==> src/occ_pkg.sv <==
/*
  Shared constants, types and checks for the oscillator and synthesizer clock control.
  Assumes a single 20 MHz system clock that models every clock source as a level.
*/
package occ_pkg;

  // System clock
  localparam int unsigned CLK_PERIOD_NS = 50;

  // Oscillator: nominal frequency, and the settling hold-off after enable
  localparam int unsigned OSC_NOMINAL_MHZ = 50;
  localparam int unsigned OSC_SETTLE_NS = 1000;
  localparam int unsigned OSC_SETTLE_CYC_I = (OSC_SETTLE_NS + CLK_PERIOD_NS - 1) / CLK_PERIOD_NS;
  localparam int unsigned OSC_CNT_W = 8;
  localparam logic [OSC_CNT_W-1:0] OSC_SETTLE_CYC = OSC_SETTLE_CYC_I[OSC_CNT_W-1:0];

  // Synthesizer divider widths and legal ranges
  localparam int unsigned REFDIV_W = 6;
  localparam int unsigned FBDIV_W = 12;
  localparam int unsigned POSTDIV_W = 3;
  localparam logic [REFDIV_W-1:0] REFDIV_MIN = 6'h01;
  localparam logic [REFDIV_W-1:0] REFDIV_MAX = 6'h3f;
  localparam logic [FBDIV_W-1:0] FBDIV_MIN = 12'h010;
  localparam logic [FBDIV_W-1:0] FBDIV_MAX = 12'h190;
  localparam logic [POSTDIV_W-1:0] POSTDIV_MIN = 3'h1;
  localparam logic [POSTDIV_W-1:0] POSTDIV_MAX = 3'h7;

  // Lock qualification: consecutive phase detector cycles without a slip
  localparam int unsigned LOCK_CNT_W = 9;
  localparam logic [LOCK_CNT_W-1:0] LOCK_CYCLES = 9'h100;

  // Divider product and phase accumulator widths
  localparam int unsigned DENOM_W = 12;
  localparam int unsigned ACC_W = 13;

  // Reset values
  localparam logic [REFDIV_W-1:0] REFDIV_RST = 6'h01;
  localparam logic [FBDIV_W-1:0] FBDIV_RST = 12'h010;
  localparam logic [POSTDIV_W-1:0] POSTDIV_RST = 3'h1;

  // Source of the two fabric clock domains
  typedef enum logic [1:0] {
    OCC_SRC_OSC,
    OCC_SRC_SYNTH,
    OCC_SRC_EXT,
    OCC_SRC_NONE
  } occ_src_t;

  // Whole divider setting is legal, including the post divider ordering
  function automatic logic occ_cfg_valid(input logic [REFDIV_W-1:0] refdiv,
                                         input logic [FBDIV_W-1:0] fbdiv,
                                         input logic [POSTDIV_W-1:0] div_a,
                                         input logic [POSTDIV_W-1:0] div_b);
    logic ok;
    ok = (refdiv >= REFDIV_MIN) && (refdiv <= REFDIV_MAX);
    ok = ok && (fbdiv >= FBDIV_MIN) && (fbdiv <= FBDIV_MAX);
    ok = ok && (div_a >= POSTDIV_MIN) && (div_a <= POSTDIV_MAX);
    ok = ok && (div_b >= POSTDIV_MIN) && (div_b <= POSTDIV_MAX);
    ok = ok && !((div_a == POSTDIV_MIN) && (div_b > POSTDIV_MIN));
    return ok;
  endfunction

endpackage

==> src/occ_if.sv <==
/*
  Interface joining the clock control device end and the fabric user logic end.
  Assumes both ends run on the same system clock; the testbench instantiates it.
*/
`timescale 1ns/1ps
interface occ_if;
  import occ_pkg::*;

  logic oscillator_power_on;
  logic internal_oscillator_clock;
  logic oscillator_stable;
  logic synth_power_on;
  logic synth_ref_select;
  logic synth_bypass;
  logic [REFDIV_W-1:0] synth_ref_divider;
  logic [FBDIV_W-1:0] synth_feedback_divider;
  logic [POSTDIV_W-1:0] synth_output_divider_a;
  logic [POSTDIV_W-1:0] synth_output_divider_b;
  logic synth_clock;
  logic synth_lock;
  occ_src_t fabric_src_select;
  logic fabric_clock_a;
  logic fabric_clock_b;

  modport device (
    input oscillator_power_on, synth_power_on, synth_ref_select, synth_bypass,
    input synth_ref_divider, synth_feedback_divider,
    input synth_output_divider_a, synth_output_divider_b, fabric_src_select,
    output internal_oscillator_clock, oscillator_stable, synth_clock, synth_lock,
    output fabric_clock_a, fabric_clock_b
  );

  modport user (
    output oscillator_power_on, synth_power_on, synth_ref_select, synth_bypass,
    output synth_ref_divider, synth_feedback_divider,
    output synth_output_divider_a, synth_output_divider_b, fabric_src_select,
    input internal_oscillator_clock, oscillator_stable, synth_clock, synth_lock,
    input fabric_clock_a, fabric_clock_b
  );
endinterface

==> src/occ_device.sv <==
/*
  Device end: oscillator with settling hold-off, frequency synthesizer with
  reference select, bypass, dividers and lock qualification, and two fabric clock domains.
  Assumes the user end drives the controls from the same system clock; the external
  reference arrives asynchronously on a pin. Clocks are modelled as levels sampled on clk_i,
  so modelled frequencies are bounded by the system clock rate.
*/
// Contract
// - Provide nominal 50 MHz oscillator clock to core; the model toggles it on every clk_i, i.e. 10 MHz
// - Oscillator runs only while enable is high
// - Hold back oscillator clock during settling delay
// - Stable output goes high once settled
// - Oscillator feeds core network or synthesizer reference
// - Reference select low oscillator, high external pin
// - Bypass passes reference straight to synthesizer output
// - User drives reference divider 1 to 63
// - User drives feedback divider 16 to 400
// - Post dividers 1 to 7, divide by product
// - First post divider one with second above rejected
// - Output equals reference times feedback over divisors
// - Internal stage and phase detector frequency formulas
// - Synthesizer powered only while power-on high
// - Lock after 256 slip-free phase detector cycles
// - Synthesizer clock qualified by lock state
// - User waits for lock before trusting clock
// - Two core clock domains from both edges
`timescale 1ns/1ps
module occ_device
  import occ_pkg::*;
(
  // System
  input wire logic clk_i,
  input wire logic sys_rst_i,
  // External reference pin
  input wire logic external_reference_clock_i,
  // Link to user logic
  occ_if.device link
);

  // Oscillator state
  logic [OSC_CNT_W-1:0] osc_cnt_q, osc_cnt_d;
  logic osc_phase_q, osc_phase_d;
  logic osc_stable_q, osc_stable_d;
  logic osc_out_q, osc_out_d;

  // External reference synchroniser and edge detect
  logic ext_s1_q, ext_s2_q, ext_s3_q;
  logic ext_edge;

  // Synthesizer state
  logic [REFDIV_W-1:0] cfg_ref_q;
  logic [FBDIV_W-1:0] cfg_fb_q;
  logic [POSTDIV_W-1:0] cfg_a_q, cfg_b_q;
  logic cfg_sel_q;
  logic [REFDIV_W-1:0] pfd_cnt_q, pfd_cnt_d;
  logic [LOCK_CNT_W-1:0] lock_cnt_q, lock_cnt_d;
  logic lock_q, lock_d;
  logic [ACC_W-1:0] acc_q, acc_d;
  logic vco_phase_q, vco_phase_d;
  logic synth_clk_q, synth_clk_d;

  // Fabric clocks
  logic fab_a_q, fab_a_d;
  logic fab_b_q, fab_b_d;

  logic osc_tick;
  logic ref_tick;
  logic ref_level;
  logic cfg_ok;
  logic cfg_changed;
  logic synth_hold;
  logic pfd_tick;
  logic [DENOM_W-1:0] denom;

  // Oscillator runs only while enabled; output held off until settled
  always_comb begin
    osc_cnt_d = osc_cnt_q;
    osc_stable_d = osc_stable_q;
    osc_phase_d = 1'b0;
    if (!link.oscillator_power_on) begin
      osc_cnt_d = '0;
      osc_stable_d = 1'b0;
    end else begin
      osc_phase_d = ~osc_phase_q;
      if (osc_cnt_q < OSC_SETTLE_CYC) begin
        osc_cnt_d = osc_cnt_q + 1'b1;
      end else begin
        osc_stable_d = 1'b1;
      end
    end
    // Gating by the stable flag keeps partial pulses off the output
    osc_out_d = osc_phase_d & osc_stable_d;
  end

  always_ff @(posedge clk_i) begin
    if (sys_rst_i) begin
      osc_cnt_q <= '0;
      osc_phase_q <= 1'b0;
      osc_stable_q <= 1'b0;
      osc_out_q <= 1'b0;
    end else begin
      osc_cnt_q <= osc_cnt_d;
      osc_phase_q <= osc_phase_d;
      osc_stable_q <= osc_stable_d;
      osc_out_q <= osc_out_d;
    end
  end

  // Pin is asynchronous: two flops before the edge detector looks at it
  always_ff @(posedge clk_i) begin
    if (sys_rst_i) begin
      ext_s1_q <= 1'b0;
      ext_s2_q <= 1'b0;
      ext_s3_q <= 1'b0;
    end else begin
      ext_s1_q <= external_reference_clock_i;
      ext_s2_q <= ext_s1_q;
      ext_s3_q <= ext_s2_q;
    end
  end

  assign ext_edge = ext_s2_q & ~ext_s3_q;
  // Oscillator reference taken before the hold-off gate, as the synthesizer has its own lock
  assign osc_tick = link.oscillator_power_on & ~osc_phase_q;
  assign ref_tick = link.synth_ref_select ? ext_edge : osc_tick;
  assign ref_level = link.synth_ref_select ? ext_s2_q : osc_phase_q;

  assign cfg_ok = occ_cfg_valid(link.synth_ref_divider, link.synth_feedback_divider,
                                link.synth_output_divider_a,
                                link.synth_output_divider_b);
  assign cfg_changed = (cfg_ref_q != link.synth_ref_divider) ||
                       (cfg_fb_q != link.synth_feedback_divider) ||
                       (cfg_a_q != link.synth_output_divider_a) ||
                       (cfg_b_q != link.synth_output_divider_b) ||
                       (cfg_sel_q != link.synth_ref_select);
  assign synth_hold = !link.synth_power_on || cfg_changed || !cfg_ok;
  assign denom = DENOM_W'(cfg_ref_q) * DENOM_W'(cfg_a_q) * DENOM_W'(cfg_b_q);

  // Phase detector ticks once per reference divider count of reference edges
  assign pfd_tick = ref_tick && ((pfd_cnt_q + 1'b1) >= cfg_ref_q);

  always_comb begin
    pfd_cnt_d = pfd_cnt_q;
    lock_cnt_d = lock_cnt_q;
    lock_d = lock_q;
    acc_d = acc_q;
    vco_phase_d = vco_phase_q;
    if (synth_hold) begin
      pfd_cnt_d = '0;
      lock_cnt_d = '0;
      lock_d = 1'b0;
      acc_d = '0;
      vco_phase_d = 1'b0;
    end else begin
      if (ref_tick) begin
        pfd_cnt_d = pfd_tick ? '0 : pfd_cnt_q + 1'b1;
      end
      if (pfd_tick && (lock_cnt_q < LOCK_CYCLES)) begin
        lock_cnt_d = lock_cnt_q + 1'b1;
      end
      lock_d = (lock_cnt_q >= LOCK_CYCLES);
      // Twice the feedback per reference edge, as one output period is two toggles
      acc_d = acc_q + (ref_tick ? ACC_W'({cfg_fb_q, 1'b0}) : '0);
      if (acc_d >= ACC_W'(denom)) begin
        acc_d = acc_d - ACC_W'(denom);
        vco_phase_d = ~vco_phase_q;
      end
    end
    if (link.synth_bypass) begin
      synth_clk_d = ref_level;
    end else begin
      synth_clk_d = vco_phase_d & lock_d;
    end
  end

  always_ff @(posedge clk_i) begin
    if (sys_rst_i) begin
      cfg_ref_q <= REFDIV_RST;
      cfg_fb_q <= FBDIV_RST;
      cfg_a_q <= POSTDIV_RST;
      cfg_b_q <= POSTDIV_RST;
      cfg_sel_q <= 1'b0;
      pfd_cnt_q <= '0;
      lock_cnt_q <= '0;
      lock_q <= 1'b0;
      acc_q <= '0;
      vco_phase_q <= 1'b0;
      synth_clk_q <= 1'b0;
    end else begin
      cfg_ref_q <= link.synth_ref_divider;
      cfg_fb_q <= link.synth_feedback_divider;
      cfg_a_q <= link.synth_output_divider_a;
      cfg_b_q <= link.synth_output_divider_b;
      cfg_sel_q <= link.synth_ref_select;
      pfd_cnt_q <= pfd_cnt_d;
      lock_cnt_q <= lock_cnt_d;
      lock_q <= lock_d;
      acc_q <= acc_d;
      vco_phase_q <= vco_phase_d;
      synth_clk_q <= synth_clk_d;
    end
  end

  // Domain b is the inverted source, i.e. the falling-edge domain
  always_comb begin
    case (link.fabric_src_select)
      OCC_SRC_OSC: fab_a_d = osc_out_d;
      OCC_SRC_SYNTH: fab_a_d = synth_clk_d;
      OCC_SRC_EXT: fab_a_d = ext_s2_q;
      default: fab_a_d = 1'b0;
    endcase
    fab_b_d = (link.fabric_src_select == OCC_SRC_NONE) ? 1'b0 : ~fab_a_d;
  end

  always_ff @(posedge clk_i) begin
    if (sys_rst_i) begin
      fab_a_q <= 1'b0;
      fab_b_q <= 1'b0;
    end else begin
      fab_a_q <= fab_a_d;
      fab_b_q <= fab_b_d;
    end
  end

  assign link.internal_oscillator_clock = osc_out_q;
  assign link.oscillator_stable = osc_stable_q;
  assign link.synth_clock = synth_clk_q;
  assign link.synth_lock = lock_q;
  assign link.fabric_clock_a = fab_a_q;
  assign link.fabric_clock_b = fab_b_q;

endmodule // occ_device

==> src/flat_wrapper.sv <==
// flat-port wrapper written by rule: the top's interface ports become plain ports
module occ_device_flat import occ_pkg::*;
  (clk_i, sys_rst_i, external_reference_clock_i, link_oscillator_power_on, link_synth_power_on, link_synth_ref_select, link_synth_bypass, link_synth_ref_divider, link_synth_feedback_divider, link_synth_output_divider_a, link_synth_output_divider_b, link_fabric_src_select, link_internal_oscillator_clock, link_oscillator_stable, link_synth_clock, link_synth_lock, link_fabric_clock_a, link_fabric_clock_b);
  occ_if link_i ();
  input wire logic clk_i;
  input wire logic sys_rst_i;
  input wire logic external_reference_clock_i;
  input wire logic [$bits(link_i.oscillator_power_on)-1:0] link_oscillator_power_on;
  input wire logic [$bits(link_i.synth_power_on)-1:0] link_synth_power_on;
  input wire logic [$bits(link_i.synth_ref_select)-1:0] link_synth_ref_select;
  input wire logic [$bits(link_i.synth_bypass)-1:0] link_synth_bypass;
  input wire logic [$bits(link_i.synth_ref_divider)-1:0] link_synth_ref_divider;
  input wire logic [$bits(link_i.synth_feedback_divider)-1:0] link_synth_feedback_divider;
  input wire logic [$bits(link_i.synth_output_divider_a)-1:0] link_synth_output_divider_a;
  input wire logic [$bits(link_i.synth_output_divider_b)-1:0] link_synth_output_divider_b;
  input wire logic [$bits(link_i.fabric_src_select)-1:0] link_fabric_src_select;
  output wire logic [$bits(link_i.internal_oscillator_clock)-1:0] link_internal_oscillator_clock;
  output wire logic [$bits(link_i.oscillator_stable)-1:0] link_oscillator_stable;
  output wire logic [$bits(link_i.synth_clock)-1:0] link_synth_clock;
  output wire logic [$bits(link_i.synth_lock)-1:0] link_synth_lock;
  output wire logic [$bits(link_i.fabric_clock_a)-1:0] link_fabric_clock_a;
  output wire logic [$bits(link_i.fabric_clock_b)-1:0] link_fabric_clock_b;
  assign link_i.oscillator_power_on = link_oscillator_power_on;
  assign link_i.synth_power_on = link_synth_power_on;
  assign link_i.synth_ref_select = link_synth_ref_select;
  assign link_i.synth_bypass = link_synth_bypass;
  assign link_i.synth_ref_divider = link_synth_ref_divider;
  assign link_i.synth_feedback_divider = link_synth_feedback_divider;
  assign link_i.synth_output_divider_a = link_synth_output_divider_a;
  assign link_i.synth_output_divider_b = link_synth_output_divider_b;
  assign link_i.fabric_src_select = link_fabric_src_select;
  assign link_internal_oscillator_clock = link_i.internal_oscillator_clock;
  assign link_oscillator_stable = link_i.oscillator_stable;
  assign link_synth_clock = link_i.synth_clock;
  assign link_synth_lock = link_i.synth_lock;
  assign link_fabric_clock_a = link_i.fabric_clock_a;
  assign link_fabric_clock_b = link_i.fabric_clock_b;
  occ_device u_core (.clk_i(clk_i), .sys_rst_i(sys_rst_i), .external_reference_clock_i(external_reference_clock_i), .link(link_i));
endmodule
==> config.mk <==
export PLATFORM = sky130hd
export DESIGN_NAME = occ_device_flat
export DESIGN_NICKNAME = d
export VERILOG_FILES = /design/src/occ_pkg.sv /design/src/occ_if.sv /design/src/occ_device.sv /design/src/flat_wrapper.sv
export SDC_FILE = /design/constraint.sdc
export NUM_CORES = 1
export LEC_CHECK = 0
export BUFFER_PORTS_ARGS = -buffer_cell sky130_fd_sc_hd__buf_2
export CAP_MARGIN = 20
export CORE_MARGIN = 3
export CORE_UTILIZATION = 59
export DETAILED_ROUTE_END_ITERATION = 7
export PLACE_DENSITY = 0.78
export SYNTH_ARGS = -nofsm -noshare
export SYNTH_HDL_FRONTEND = slang
export SYNTH_SLANG_ARGS = --single-unit
==> constraint.sdc <==
create_clock -name clk_i -period 16.8 [get_ports clk_i]
set_input_delay 0.84 -clock clk_i [delete_from_list [all_inputs] [get_ports clk_i]]
set_output_delay 0.84 -clock clk_i [all_outputs]
set_load 0.01 [all_outputs]
# ---- Word-level counts from Yosys, hierarchy flattened
# Index checks and enable logic that the tools add are counted.
dict set report totals {
  regBits 72
  in_bits 33
  out_inout_bits 6
  word_cells 96
}
dict set report op_classes {
  add_sub_neg 5
  multipliers 2
  n_lt_le_gt_ge 14
  eq_ne 9
  mux 13
  n_bitwise 9
  n_reduce_logical 24
}
# operator count
set ops {}
lappend ops {{2-to-1 mux 13 bit} 2}
lappend ops {{adder 13 bit} 1}
lappend ops {{greater-or-equal comparator 13 x 12 -> 1 bit} 1}
lappend ops {{subtractor 13 x 12 -> 13 bit} 1}
lappend ops {{greater-or-equal comparator 12 x 5 -> 1 bit (second input constant)} 1}
lappend ops {{<= comparator 12 x 9 -> 1 bit (second input constant)} 1}
lappend ops {{multiplier 9 x 3 -> 12 bit} 1}
lappend ops {{!= test 12 bit} 1}
lappend ops {{logical AND 1 bit} 11}
lappend ops {{adder 9 x 1 -> 9 bit (second input constant)} 1}
lappend ops {{greater-or-equal comparator 9 bit (second input constant)} 1}
lappend ops {{< comparator 9 bit (second input constant)} 1}
lappend ops {{multiplier 6 x 3 -> 9 bit} 1}
lappend ops {{2-to-1 mux 1 bit} 9}
lappend ops {{adder 8 x 1 -> 8 bit (second input constant)} 1}
lappend ops {{< comparator 8 x 5 -> 1 bit (second input constant)} 1}
lappend ops {{adder 6 x 1 -> 6 bit (second input constant)} 1}
lappend ops {{greater-or-equal comparator 3 x 1 -> 1 bit (second input constant)} 2}
lappend ops {{greater-or-equal comparator 6 x 1 -> 1 bit (second input constant)} 1}
lappend ops {{greater-or-equal comparator 6 bit} 1}
lappend ops {{<= comparator 3 bit (second input constant)} 2}
lappend ops {{<= comparator 6 bit (second input constant)} 1}
lappend ops {{logical OR 1 bit} 6}
lappend ops {{2-to-1 mux 6 bit} 1}
lappend ops {{13 further kinds} 26}

# ---- Depth between registers and ports, before layout
# Gate-level depths: netlist (run 1).
dict set report depth {
  word_depth 16
  mapped_depth 29
  depth_no_buf 27
}

# ---- Least setup slack after synthesis (run 1)
# No wires, ideal clock.
dict set report synth_path {
  path_kind {register -> register}
  from {register u_core.cfg_a_q[0]}
  to {register u_core.fab_b_q (netlist: u_core.link.fabric_clock_b)}
  setup_time_ns 0.070
  arrival_ns 5.291
  required_ns 16.730
  setup_slack_ns 11.440
  path_stages_with_launch 25
  path_buffers 1
  synth_period_minus_slack_ns 5.360
  cell_sequence {dfxtp_1 > clkbuf_1 > nand2_1 > fa_1 > inv_1 > ha_1 > fa_1 > nand2_1 > fa_1 > inv_1 > fa_1 > a21o_1 > a21oi_1 > o21bai_1 > a21oi_1 > o21ai_0 > xnor2_1 > ha_1 > a21oi_1 > o21ai_0 > a22o_1 > nor2_4 > mux2i_1 > nand3_1 > a21oi_1}
}
dict set report synth_via {
  elab_chain_cells 11
  word_cells_on_any_way 16
  cone_classes {mul (2); order compare (1); eq/ne (1); mux (5); bitwise (2); reduce/logical (5)}
}
# item line_no
set synth_rtl {}
lappend synth_rtl {{from (decl)} occ_device.sv:53} ;# logic [POSTDIV_W-1:0] cfg_a_q, cfg_b_q;
lappend synth_rtl {{from (signal assigned)} occ_device.sv:192} ;# cfg_a_q <= link.synth_output_divider_a;
lappend synth_rtl {{parallel branches: the longest is 7 deep, another holds greater-or-equal comparator 13 x 12 -> 1 bit} -}
lappend synth_rtl {{AND 1 bit (*)} occ_device.sv:172} ;# synth_clk_d = vco_phase_d & lock_d;
lappend synth_rtl {{2-to-1 mux 1 bit (*)} occ_device.sv:169} ;# if (link.synth_bypass) begin
lappend synth_rtl {{one-hot mux 1 bit (3 select lines) (*)} occ_device.sv:206} ;# case (link.fabric_src_select)
lappend synth_rtl {{inverter 1 bit (*)} occ_device.sv:212} ;# fab_b_d = (link.fabric_src_select == OCC_SRC_NONE) ? 1'b0 : ~fab_a_d;
lappend synth_rtl {{to (signal assigned)} occ_device.sv:218} ;# fab_b_q <= 1'b0;
lappend synth_rtl {{to (signal assigned)} occ_device.sv:221} ;# fab_b_q <= fab_b_d;
lappend synth_rtl {{to (decl)} occ_device.sv:64} ;# logic fab_b_q, fab_b_d;
# Mark *: on every way between the ends.
# A chain may end at the register's enable or synchronous reset.

# ---- Worst setup path after layout (run 1)
dict set report layout_path {
  from {register u_core.cfg_ref_q[0]}
  to {register u_core.fab_b_q (netlist: u_core.link.fabric_clock_b)}
}
dict set report layout_via {
  elab_chain_cells 12
  word_cells_on_any_way 17
  cone_classes {mul (2); order compare (1); eq/ne (1); mux (5); bitwise (2); reduce/logical (6)}
}
# item line_no
set layout_rtl {}
lappend layout_rtl {{from (decl)} occ_device.sv:51} ;# logic [REFDIV_W-1:0] cfg_ref_q;
lappend layout_rtl {{from (signal assigned)} occ_device.sv:190} ;# cfg_ref_q <= link.synth_ref_divider;
lappend layout_rtl {{parallel branches: the longest is 8 deep, another holds greater-or-equal comparator 13 x 12 -> 1 bit} -}
lappend layout_rtl {{AND 1 bit (*)} occ_device.sv:172}
lappend layout_rtl {{2-to-1 mux 1 bit (*)} occ_device.sv:169}
lappend layout_rtl {{one-hot mux 1 bit (3 select lines) (*)} occ_device.sv:206}
lappend layout_rtl {{inverter 1 bit (*)} occ_device.sv:212}
# Marks and branches as above.

==> results of run 1 <==
## worst register-to-register path: cells and delay by family, from the launching register on
family | cells | cell delay, ns
buffers and inverters | 2 | 0.10
AO/OA/AOI/OAI | 9 | 1.60
flip-flops | 1 | 0.45
adder cells (fa/ha/maj) | 6 | 2.61
XOR/XNOR | 1 | 0.15
multiplexers | 1 | 0.37
AND/OR/NAND/NOR | 4 | 0.80
## final timing paths
kind / startpoint / end / cells past startpoint
worst min register to register: u_core.osc_cnt_q[6]$_SDFFE_PP0N_ / u_core.osc_cnt_q[6]$_SDFFE_PP0N_ / 2
worst min-delay path: u_core.osc_cnt_q[6]$_SDFFE_PP0N_ / u_core.osc_cnt_q[6]$_SDFFE_PP0N_ / 2
worst max-delay path: u_core.cfg_ref_q[0]$_SDFF_PP1_ / u_core.link.fabric_clock_b$_SDFF_PP0_ / 23
worst max register to register: u_core.cfg_ref_q[0]$_SDFF_PP1_ / u_core.link.fabric_clock_b$_SDFF_PP0_ / 23
## cell usage in the layout, fill, tap and decap left out, types with 2 or more instances in the layout
master / count
o31ai_1: 2
and3_1: 5
nand2_1: 50
nor4b_1: 2
ha_1: 51
mux2i_1: 5
dfxtp_1: 72
nor3b_1: 3
bufinv_16: 2
o21bai_1: 5
nand3_1: 9
clkinv_4: 2
or4_1: 4
nor4_1: 2
nand4_1: 12
clkbuf_8: 9
xor2_1: 31
or3_1: 3
a21oi_1: 40
buf_2: 38
nor3_1: 9
a21o_1: 17
or2_2: 5
inv_1: 42
xnor2_1: 36
nor2b_1: 29
o21ai_0: 13
a211oi_1: 3
nor2_1: 60
a21boi_0: 3
fa_1: 15
and2_1: 27
nand2b_1: 10
## per-layer routing
layer,share of wire [%],vias up
met1,46,1982
met2,47,122
met3,4.2,29
li1,-,2143
met4,2.9,0
met5,0,-
## registers in the layout, indices dropped and copies added (netlist names), 3 cells and up
register	flops
u_core.cfg_a_q	3
u_core.cfg_fb_q	12
u_core.cfg_ref_q	6
u_core.pfd_cnt_q	6
u_core.acc_q	13
u_core.cfg_b_q	3
u_core.osc_cnt_q	8
u_core.lock_cnt_q	9
## layout make-up
cell class	instances	area [µm²]
Timing Repair Buffer	38	190.2
Clock inverter	7	102.6
Fill cell	683	2694
Clock buffer	9	123.9
Multi-Input combinational cell	484	3541
Tap cell	105	131.4
Sequential cell	72	1441
Inverter	42	157.7
## where the power goes
group	internal [W]	leakage [nW]	switching (W)
clock	0.0000854	0.116	0.0000705
sequential	0.000175	0.588	0.00000486
combinational	0.0000471	1.92	0.0000634
total	0.000307	2.63	0.000139
## per-stage QoR
| stage | utilization [%] | std cells |
|---|---|---|
| after CTS | 67.86 | 757 |
| final | 67.86 | 757 |
| after global placement | 65.16 | 741 |
| after floorplan | - | 613 |
| after detailed placement | 65.16 | 741 |
| after global routing | 67.86 | 757 |
## cells by family after synthesis
family	after synthesis	share of synthesized area (%)
compound gates	101	12.49
xor+xnor	67	11.26
fa+ha+maj	66	18.01
buf+inv	57	4.371
flops	72	27.67
mux	6	1.177
simple gates	244	25.02
==> results.md, run 1 <==
- Status: finished, final reports clean
- Async set-reset flop share out of synthesis: 0%
- Yosys warnings: 0
- CTS Root Cell: clkbuf_8
- Die height: 99.97 µm
- Leak: 2.625 nW
- Buffer count from post-CTS setup fixing: 0
- Area share of the leading cell type in the synthesized netlist: 27.67%
- Netlist cell types: 66
- WHS: 0.4354 ns
- Worst clock skew: 0.01304 ns
- DRT Pass-1 Iters: 5
- Area growth from synthesis to layout: 9.174%
- Initial antenna violation count: 0
- Cell area after synthesis: 0.005210 mm²
- Slowest-stage cell, CP: fa_1
- Slew HR: 38.85%
- Critical-path cell list: nand2_1 -> fa_1 -> inv_1 -> ha_1 -> fa_1 -> nand2_1 -> fa_1 -> inv_1 -> fa_1 -> a21o_1 -> a21oi_1 -> o21bai_1 -> a21oi_1 -> o21ai_0 -> xnor2_1 -> ha_1 -> a21oi_1 -> o21ai_0 -> a22o_1 -> nor2_4 -> mux2i_1 -> nand3_1 -> a21oi_1
- Met3 Use GR: 3.475%
- Grt ovf: 0
- Post-layout min period: 6.131 ns
- Setup_tns: 0 ns
- Final Cell Area: 0.005688 mm²
- Largest net degree at the start of global routing: 34
- Gr usage total: 24.41%
- Final Hold Vio Count: 0
- Met2 Resource Use GR: 40.07%
- Final period util: 36.50%
- Layout cell share with drive strength beyond 1: 10.74%
- GR Util met1: 32.58%
- Post-synth EDFFs: 0
- CP Max Fanout: 23
- Synthesized flop and latch total: 72
- Maximum vdd ir drop: 0.05706 mV
- DRC Markers: 0
- CORE AREA: 0.008382 mm²
- Final WL: 11300 µm
- Die Area: 0.009994 mm²
- Most common cell in the netlist: dfxtp_1
- Power per cell area: 78.41 mW/mm²
- Clock sink total: 72
- Worst hold-check path type: reg2reg
- Crit path DAT: 6.42 ns
- Vias in the first global route: 4290
- WP buf/inv: 2
- Post-CTS sizing: 0
- Clock slew at reported path FFs: 0.08 ns
- Max stage delay on crit path: 0.54 ns
- WS Path Type: reg2reg
- Post-synthesis sequential area ratio: 27.67%
- CP Capture Type: flop
- GPL Wtd Cong: 0.8706
- Hpwl dp: 9111 µm
- Worst slack, placed: 10.73 ns
- Syn_nets: 712
- Highest Clock Rate: 163.1 MHz
- Area after DPL: 0.005461 mm²
- Antenna diodes: 0
- Overall power: 0.0004460 W
- Smallest setup slack after layout: 10.67 ns
- First-pass GRT wire length: 19750 µm
- CTS buffer count: 9
- R2R setup slack: 10.67 ns
- Worst-Margin Slew: 0.9173 ns
- Synth area leaders: dfxtp_1, ha_1, xnor2_1
- DIE WIDTH: 99.97 µm
- Max-cap violations: 0
- Post-route ant nets: 0
- Core Rows: 33
- CTS H-tree lvls: 3
- RSZ-0062 raised after global routing: no
- I/O pin cnt: 39
- Post-synth top flop: dfxtp_1
- Via count: 4276
- Crit path max-delay family: adder cells
- Critical Path Source Type: flop
- Max Buffers Root-to-Sink: 2
- Post-Syn Instances: 613
- Initial Util: 62.16%
- Most instantiated cells after synthesis: dfxtp_1, nor2_1, ha_1
- IO Port Bufs: 38
- Worst Path Required: 17.09 ns
- Fin nets: 746
- Final setup violation count: 0
- Syn Area/Cell: 8.499 µm²
- Final Slew Violations: 0
- Avg WL per Cell: 14.93 µm
- Via/cell ratio: 5.649
- Largest area contributor in the synthesized netlist: dfxtp_1
- Post-CTS Hold Fix Bufs: 0
- Most used routing layer: met2
- Clk_lat worst skew: 0.35 ns
- CTS tree: built
- DRT iter0 DRCs: 206
No activity file was read; power rests on OpenSTA's default activity.
==> inputs of run 2 (changes only) <==
==> constraint.sdc (replaced) <==
create_clock -name clk_i -period 5.95 [get_ports clk_i]
set_input_delay 0.2975 -clock clk_i [delete_from_list [all_inputs] [get_ports clk_i]]
set_output_delay 0.2975 -clock clk_i [all_outputs]
set_load 0.01 [all_outputs]
==> run 2 against run 1 <==
  * Die area unchanged
  * Utilization up 0.13 points
  * Sequential power rose to 2.8 times the previous value
  * Via count up 0.23%
  * Final area up 0.20%
  * Cell count up 0.40%
  * Sequential share of layout area up 0.060 points
  * Maximum frequency up 9.0%
  * Clock skew down 0.0014 ns
  * Global-route usage up 0.12 points
  * Sequential cell count unchanged
  * Critical path type unchanged
  * Critical endpoint unchanged
  * Highest routed layer unchanged
==> results.md, run 2 (same netlist as run 1, synthesis figures left out) <==
- Status: finished, final reports clean
- Antenna diodes: 0 (unchanged)
- Biggest register: u_core.acc_q
- Initial antenna violation count: 0 (unchanged)
- Critical-path cell list: nand2_1 -> fa_1 -> inv_1 -> ha_1 -> fa_1 -> nand2_1 -> fa_1 -> inv_1 -> fa_1 -> a21o_1 -> a21oi_2 -> o21bai_1 -> a21oi_2 -> o21ai_0 -> xnor2_1 -> ha_1 -> a21oi_1 -> o21ai_0 -> a22o_1 -> nor2_4 -> mux2i_4 -> nand3_1 -> a21oi_1
- CTS Root Cell: clkbuf_8
- Reg-to-Reg End: u_core.link.fabric_clock_b$_SDFF_PP0_
- CP Capture Type: flop
- CP Max Fanout: 7 (-70%)
- Most frequent cells in the layout: dfxtp_1, nor2_1, ha_1
- Area growth from synthesis to layout: 9.390%
- Max-cap violations: 0 (unchanged)
- Avg WL per Cell: 15.15 µm (+1.4%)
- Die height: 99.97 µm (unchanged)
- Area after DPL: 0.005484 mm² (+0.41%)
- Highest Clock Rate: 177.8 MHz (+9.0%)
- Crit path max-delay family: adder cells
- Max reg flops: 13 (unchanged)
- Post-layout min period: 5.626 ns (-0.5058 ns)
- Fin nets: 749 (+0.40%)
- CTS tree: built
- Int Pwr: 0.0007886 W (+160%)
- CTS buffer count: 9 (unchanged)
- Combinational cell fraction of total power: 27.6% (+2.8 points)
- Layout cell share with drive strength beyond 1: 12.67% (+1.9 points)
- Clk_lat worst skew: 0.35 ns (about the same)
- Vias in the first global route: 4307 (+0.40%)
- Leak: 2.621 nW (-0.18%)
- Post-route ant nets: 0 (unchanged)
- Max Buffers Root-to-Sink: 2 (unchanged)
- Hold Path Sink: u_core.ext_s1_q$_SDFF_PP0_
- DRC Markers: 0 (unchanged)
- Worst-Margin Slew: 0.8645 ns (-0.05277 ns)
- Worst r2r src: u_core.cfg_a_q[2]$_SDFF_PP0_
- Clk pwr share: 29.3% (-5.7 points)
- I/O pin cnt: 39 (unchanged)
- WS Path Type: reg2reg
- Largest net degree at the start of global routing: 34 (unchanged)
- Maximum vdd ir drop: 0.1863 mV (+230%)
- Final Slew Violations: 0 (unchanged)
- Core Rows: 33 (unchanged)
- Grt ovf: 0 (unchanged)
- Biggest regs: u_core.acc_q: 13 flops, u_core.cfg_fb_q: 12 flops, u_core.lock_cnt_q: 9 flops
- WP buf/inv: 2 (unchanged)
- DIE WIDTH: 99.97 µm (unchanged)
- Via count: 4286 (+0.23%)
- IO Port Bufs: 38 (unchanged)
- Worst Path Required: 6.22 ns (-10.87 ns)
- R2R setup slack: 0.32 ns (-10.34 ns)
- Final Hold Vio Count: 0 (unchanged)
- Most frequent CP cell: fa_1
- Critical Path Source Type: flop
- GPL Wtd Cong: 0.9139 (+5.0%)
- Clock slew at reported path FFs: 0.08 ns (about the same)
- Seq pwr share: 43.1% (+2.8 points)
- First-pass GRT wire length: 19890 µm (+0.73%)
- RSZ-0062 raised after global routing: no
- Setup_tns: 0 ns (unchanged)
- Commonest non-fill, non-tap cell in the layout: dfxtp_1
- Initial Util: 62.16% (unchanged)
- Power per cell area: 206.5 mW/mm² (+160%)
- Crit path DAT: 5.90 ns (-0.52 ns)
- DRT Pass-1 Iters: 5 (unchanged)
- Sw frac: 32.98% (+1.9 points)
- Final period util: 94.55% (+58 points)
- Slew HR: 42.36% (+3.5 points)
- Max stage delay on crit path: 0.54 ns (about the same)
- Hpwl dp: 9255 µm (+1.6%)
- Worst hold-check path type: in2reg
- Slowest-stage cell, CP: fa_1
- NetSw: 0.0003881 W (+180%)
- CTS H-tree lvls: 3 (unchanged)
- Final setup violation count: 0 (unchanged)
- FF-to-FF path depth: 23 (unchanged)
- Min-delay src: external_reference_clock_i
- Die Area: 0.009994 mm² (unchanged)
- CORE AREA: 0.008382 mm² (unchanged)
- Worst hold path depth: 2 (unchanged)
- Clock sink total: 72 (unchanged)
- Worst clock skew: 0.01162 ns (-0.001426 ns)
- Final Cell Area: 0.005699 mm² (+0.20%)
- Final WL: 11510 µm (+1.8%)
- DRT iter0 DRCs: 168 (-18%)
- Via/cell ratio: 5.639 (-0.16%)
- Gr usage total: 24.52% (+0.12 points)
## run 2: worst max path at each step
stage / slack, ns / to / from / cells after the start
detailed placement: 0.16 / u_core.link.fabric_clock_b$_SDFF_PP0_ / u_core.cfg_a_q[2]$_SDFF_PP0_ / 23
global placement: 0.35 / u_core.link.fabric_clock_b$_SDFF_PP0_ / u_core.cfg_a_q[2]$_SDFF_PP0_ / 23
floorplan: 0.59 / u_core.link.fabric_clock_b$_SDFF_PP0_ / u_core.cfg_a_q[0]$_SDFF_PP1_ / 24
finish: 0.32 / u_core.link.fabric_clock_b$_SDFF_PP0_ / u_core.cfg_a_q[2]$_SDFF_PP0_ / 23
CTS: 0.12 / u_core.link.fabric_clock_b$_SDFF_PP0_ / u_core.cfg_a_q[2]$_SDFF_PP0_ / 23
global route: 0.01 / u_core.link.fabric_clock_b$_SDFF_PP0_ / u_core.cfg_a_q[2]$_SDFF_PP0_ / 23
## run 2: through the flow
stage | cells | setup slack [ns] | util (%) | power, W | hold slack [ns]
global placement | 744 | 0.3536 | 65.43 | 0.0008215 | 0.4149
floorplan | 613 | 0.5896 | - | 0.0007571 | 0.3852
finish | 760 | 0.3245 | 68.00 | 0.001177 | 0.1572
detailed placement | 744 | 0.1635 | 65.43 | 0.0008304 | 0.4291
CTS | 760 | 0.1197 | 67.47 | 0.001171 | 0.1512
global route | 760 | 0.01466 | 68.00 | 0.001245 | 0.1640
## run 2: what timing repair did
item                                    in CTS  in global routing
hold buffers                                 0                  0
buffers inserted                             0                  0
resized for setup                            0                 14
endpoints found under the setup margin       0                 16
## run 2: power groups by stage
stage / clock [W] / combinational, W / sequential [W]
finish: 0.000345 / 0.000325 / 0.000507
global route: 0.000370 / 0.000366 / 0.000509
global placement: 0 / 0.000304 / 0.000517
CTS: 0.000350 / 0.000315 / 0.000506
floorplan: 0 / 0.000246 / 0.000511
detailed placement: 0 / 0.000313 / 0.000518
## run 2: cell type report
type | count | area, µm²
Multi-Input combinational cell | 484 | 3575
Tap cell | 105 | 131.4
Timing Repair Buffer | 41 | 216.5
Sequential cell | 72 | 1448
Fill cell | 722 | 2683
Clock buffer | 10 | 127.6
Inverter | 42 | 157.7
Clock inverter | 6 | 43.79
## run 2: metal layers
layer / wire length (µm) / global-route usage [%] / share of wire, %
met1: 5379 / 33.20 / 47
met2: 5388 / 40.69 / 47
met3: 518 / 3.892 / 4.5
met4: 225 / 7.047 / 2.0
met5: 0 / 0 / 0
==> inputs of run 3 (changes only) <==
--- a/config.mk
+++ b/config.mk
@@ -5,6 +5,7 @@
 export SDC_FILE = /design/constraint.sdc
 export NUM_CORES = 1
 export LEC_CHECK = 0
+export ABC_CLOCK_PERIOD_IN_PS = 6300
 export BUFFER_PORTS_ARGS = -buffer_cell sky130_fd_sc_hd__buf_2
 export CAP_MARGIN = 20
 export CORE_MARGIN = 3
==> constraint.sdc (replaced) <==
create_clock -name clk_i -period 6.3 [get_ports clk_i]
set_input_delay 0.315 -clock clk_i [delete_from_list [all_inputs] [get_ports clk_i]]
set_output_delay 0.315 -clock clk_i [all_outputs]
set_load 0.01 [all_outputs]
==> run 3 against run 2 <==
  * Global-route usage decreased by 0.34 points
  * Hold slack got worse by 0.0028 ns
  * Count of clock-buffer cells in the layout fell by 1
  * Worst setup slack better by 0.18 ns
  * Register-to-register slack gained 0.18 ns
  * Cell count fell by 0.26%
  * Clock skew fell by 0.0040 ns
  * Sequential power fell by 5.5%
  * First-iteration DRC count rose by 15%
  * Non-clock buffer count decreased by 2
  * Die area is the same
  * Critical path type unchanged
  * Critical endpoint unchanged
  * Highest routed layer unchanged
==> results.md, run 3 (same netlist as run 1, synthesis figures left out) <==
- Maximum vdd ir drop: 0.1402 mV (-25%)
- Setup_tns: 0 ns (unchanged)
- Via count: 4207 (-1.8%)
- DRT Pass-1 Iters: 4 (-1)
- Core Rows: 33 (unchanged)
- Grt ovf: 0 (unchanged)
- Highest Clock Rate: 172.4 MHz (-3.0%)
- Biggest regs: u_core.acc_q: 13 flops, u_core.cfg_fb_q: 12 flops, u_core.lock_cnt_q: 9 flops
- Clock slew at reported path FFs: 0.08 ns (about the same)
- Die height: 99.97 µm (unchanged)
- Clk_lat worst skew: 0.35 ns (about the same)
- Crit path DAT: 6.09 ns (+0.19 ns)
- Worst hold-check path type: in2reg
- First-pass GRT wire length: 19250 µm (-3.2%)
- CP Capture Type: flop
- Max reg flops: 13 (unchanged)
- Vias in the first global route: 4227 (-1.9%)
- Layout cell share with drive strength beyond 1: 11.18% (-1.5 points)
- Power per cell area: 208.1 mW/mm² (+0.78%)
- Cells after DPL: 742 (-0.27%)
- Hpwl dp: 9046 µm (-2.3%)
- Int Pwr: 0.0008231 W (+4.4%)
- WS Path Type: reg2reg
- DIE WIDTH: 99.97 µm (unchanged)
- RSZ-0062 raised after global routing: no
- CORE AREA: 0.008382 mm² (unchanged)
- Final WL: 11180 µm (-2.9%)
- Seq pwr share: 40.3% (-2.8 points)
- CTS tree: built
- CTS H-tree lvls: 3 (unchanged)
- Clock sink total: 72 (unchanged)
- Die Area: 0.009994 mm² (unchanged)
- Initial antenna violation count: 0 (unchanged)
- Non-Filler Instances: 758 (-0.26%)
- GPL Wtd Cong: 0.9104 (-0.38%)
- Commonest non-fill, non-tap cell in the layout: dfxtp_1
- Area growth from synthesis to layout: 9.438% (about the same)
- Max Buffers Root-to-Sink: 2 (unchanged)
- Leak: 2.631 nW (+0.41%)
- CTS Root Cell: clkbuf_8
- Final period util: 92.05% (-2.5 points)
- Post-CTS sizing: 0 (unchanged)
- Avg WL per Cell: 14.74 µm (-2.7%)
- Gr usage total: 24.19% (-0.34 points)
- Via/cell ratio: 5.550 (-1.6%)
- Final core occ: 68.03% (about the same)
- Most frequent cells in the layout: dfxtp_1, nor2_1, ha_1
- Buffer count from post-CTS setup fixing: 0 (unchanged)
- Post-CTS Hold Fix Bufs: 0 (unchanged)
- Initial Util: 62.16% (unchanged)
- Status: finished, final reports clean
- Largest net degree at the start of global routing: 34 (unchanged)
- Combinational cell fraction of total power: 24.7% (-2.9 points)
- Overall power: 0.001186 W (+0.83%)
- Clk pwr share: 35.0% (+5.7 points)
- Biggest register: u_core.acc_q
- Final Slew Violations: 0 (unchanged)
- Final setup violation count: 0 (unchanged)
- Critical Path Source Type: flop
- Post-layout min period: 5.799 ns (+0.1738 ns)
- Slew HR: 32.31% (-10 points)
- CP Max Fanout: 7 (unchanged)
- Worst clock skew: 0.007641 ns (-0.003975 ns)
- Max-cap violations: 0 (unchanged)
- Fin nets: 747 (-0.27%)
- DRC Markers: 0 (unchanged)
- CTS buffer count: 9 (unchanged)
- IO Port Bufs: 38 (unchanged)
- Sw frac: 30.63% (-2.4 points)
- DRT iter0 DRCs: 193 (+15%)
- Antenna diodes: 0 (unchanged)
- Worst-Margin Slew: 1.015 ns (+0.1508 ns)
- I/O pin cnt: 39 (unchanged)
- WHS: 0.1544 ns (-0.002793 ns)
- Post-route ant nets: 0 (unchanged)
- NetSw: 0.0003634 W (-6.4%)
- Final Hold Vio Count: 0 (unchanged)
- Worst Path Required: 6.59 ns (+0.37 ns)
[run 3: worst paths after layout]
kind,startpoint,endpoint,slack (ns),depth (start not counted)
setup / recovery,u_core.cfg_a_q[2]$_SDFF_PP0_,u_core.link.fabric_clock_b$_SDFF_PP0_,0.50,23
hold reg to reg,u_core.osc_cnt_q[6]$_SDFFE_PP0N_,u_core.osc_cnt_q[6]$_SDFFE_PP0N_,0.43,2
setup reg to reg,u_core.cfg_a_q[2]$_SDFF_PP0_,u_core.link.fabric_clock_b$_SDFF_PP0_,0.50,23
hold / removal,link_fabric_src_select[0],u_core.link.fabric_clock_b$_SDFF_PP0_,0.15,2
[run 3: area by class of cell]
class,instances,area [µm²]
Inverter,42,157.7
Clock buffer,9,123.9
Fill cell,697,2680
Tap cell,105,131.4
Multi-Input combinational cell,484,3541
Sequential cell,72,1444
Timing Repair Buffer,39,201.4
Clock inverter,7,102.6
[run 3: power by group through the flow]
| stage | clock network (W) | registers, W | logic [W] |
|---|---|---|---|
| floorplan | 0 | 0.000483 | 0.000232 |
| finish | 0.000415 | 0.000479 | 0.000293 |
| detailed placement | 0 | 0.000489 | 0.000289 |
| global placement | 0 | 0.000489 | 0.000285 |
| CTS | 0.000425 | 0.000478 | 0.000292 |
| global route | 0.000446 | 0.000481 | 0.000335 |
[run 3: worst max-delay path, cell delays in order (launching register included)]
cell,delay [ns]
dfxtp_1,0.43
nand2_1,0.11
fa_1,0.54
inv_1,0.04
ha_1,0.21
fa_1,0.53
nand2_1,0.09
fa_1,0.54
inv_1,0.06
fa_1,0.45
a21o_1,0.19
a21oi_1,0.22
o21bai_1,0.09
a21oi_1,0.22
o21ai_0,0.16
xnor2_1,0.15
ha_1,0.34
a21oi_1,0.16
o21ai_0,0.13
a22o_1,0.29
nor2_4,0.22
mux2i_1,0.33
nand3_1,0.11
a21oi_1,0.14
[run 3: per-stage QoR]
| stage | area [µm²] | setup WS, ns |
|---|---|---|
| floorplan | 5210 | 0.9396 |
| CTS | 5695 | 0.4663 |
| finish | 5702 | 0.5007 |
| global route | 5702 | 0.02201 |
| detailed placement | 5469 | 0.4778 |
| global placement | 5469 | 0.6231 |
[run 3: routing by layer]
metal  GRT usage [%]  vias up  share of wire (%)
met1           31.76     1938                 47
met2           38.84       97                 46
met5               0        -                  0
met4           9.223        0                2.8
met3           5.629       21                4.8
li1                -     2151                  -
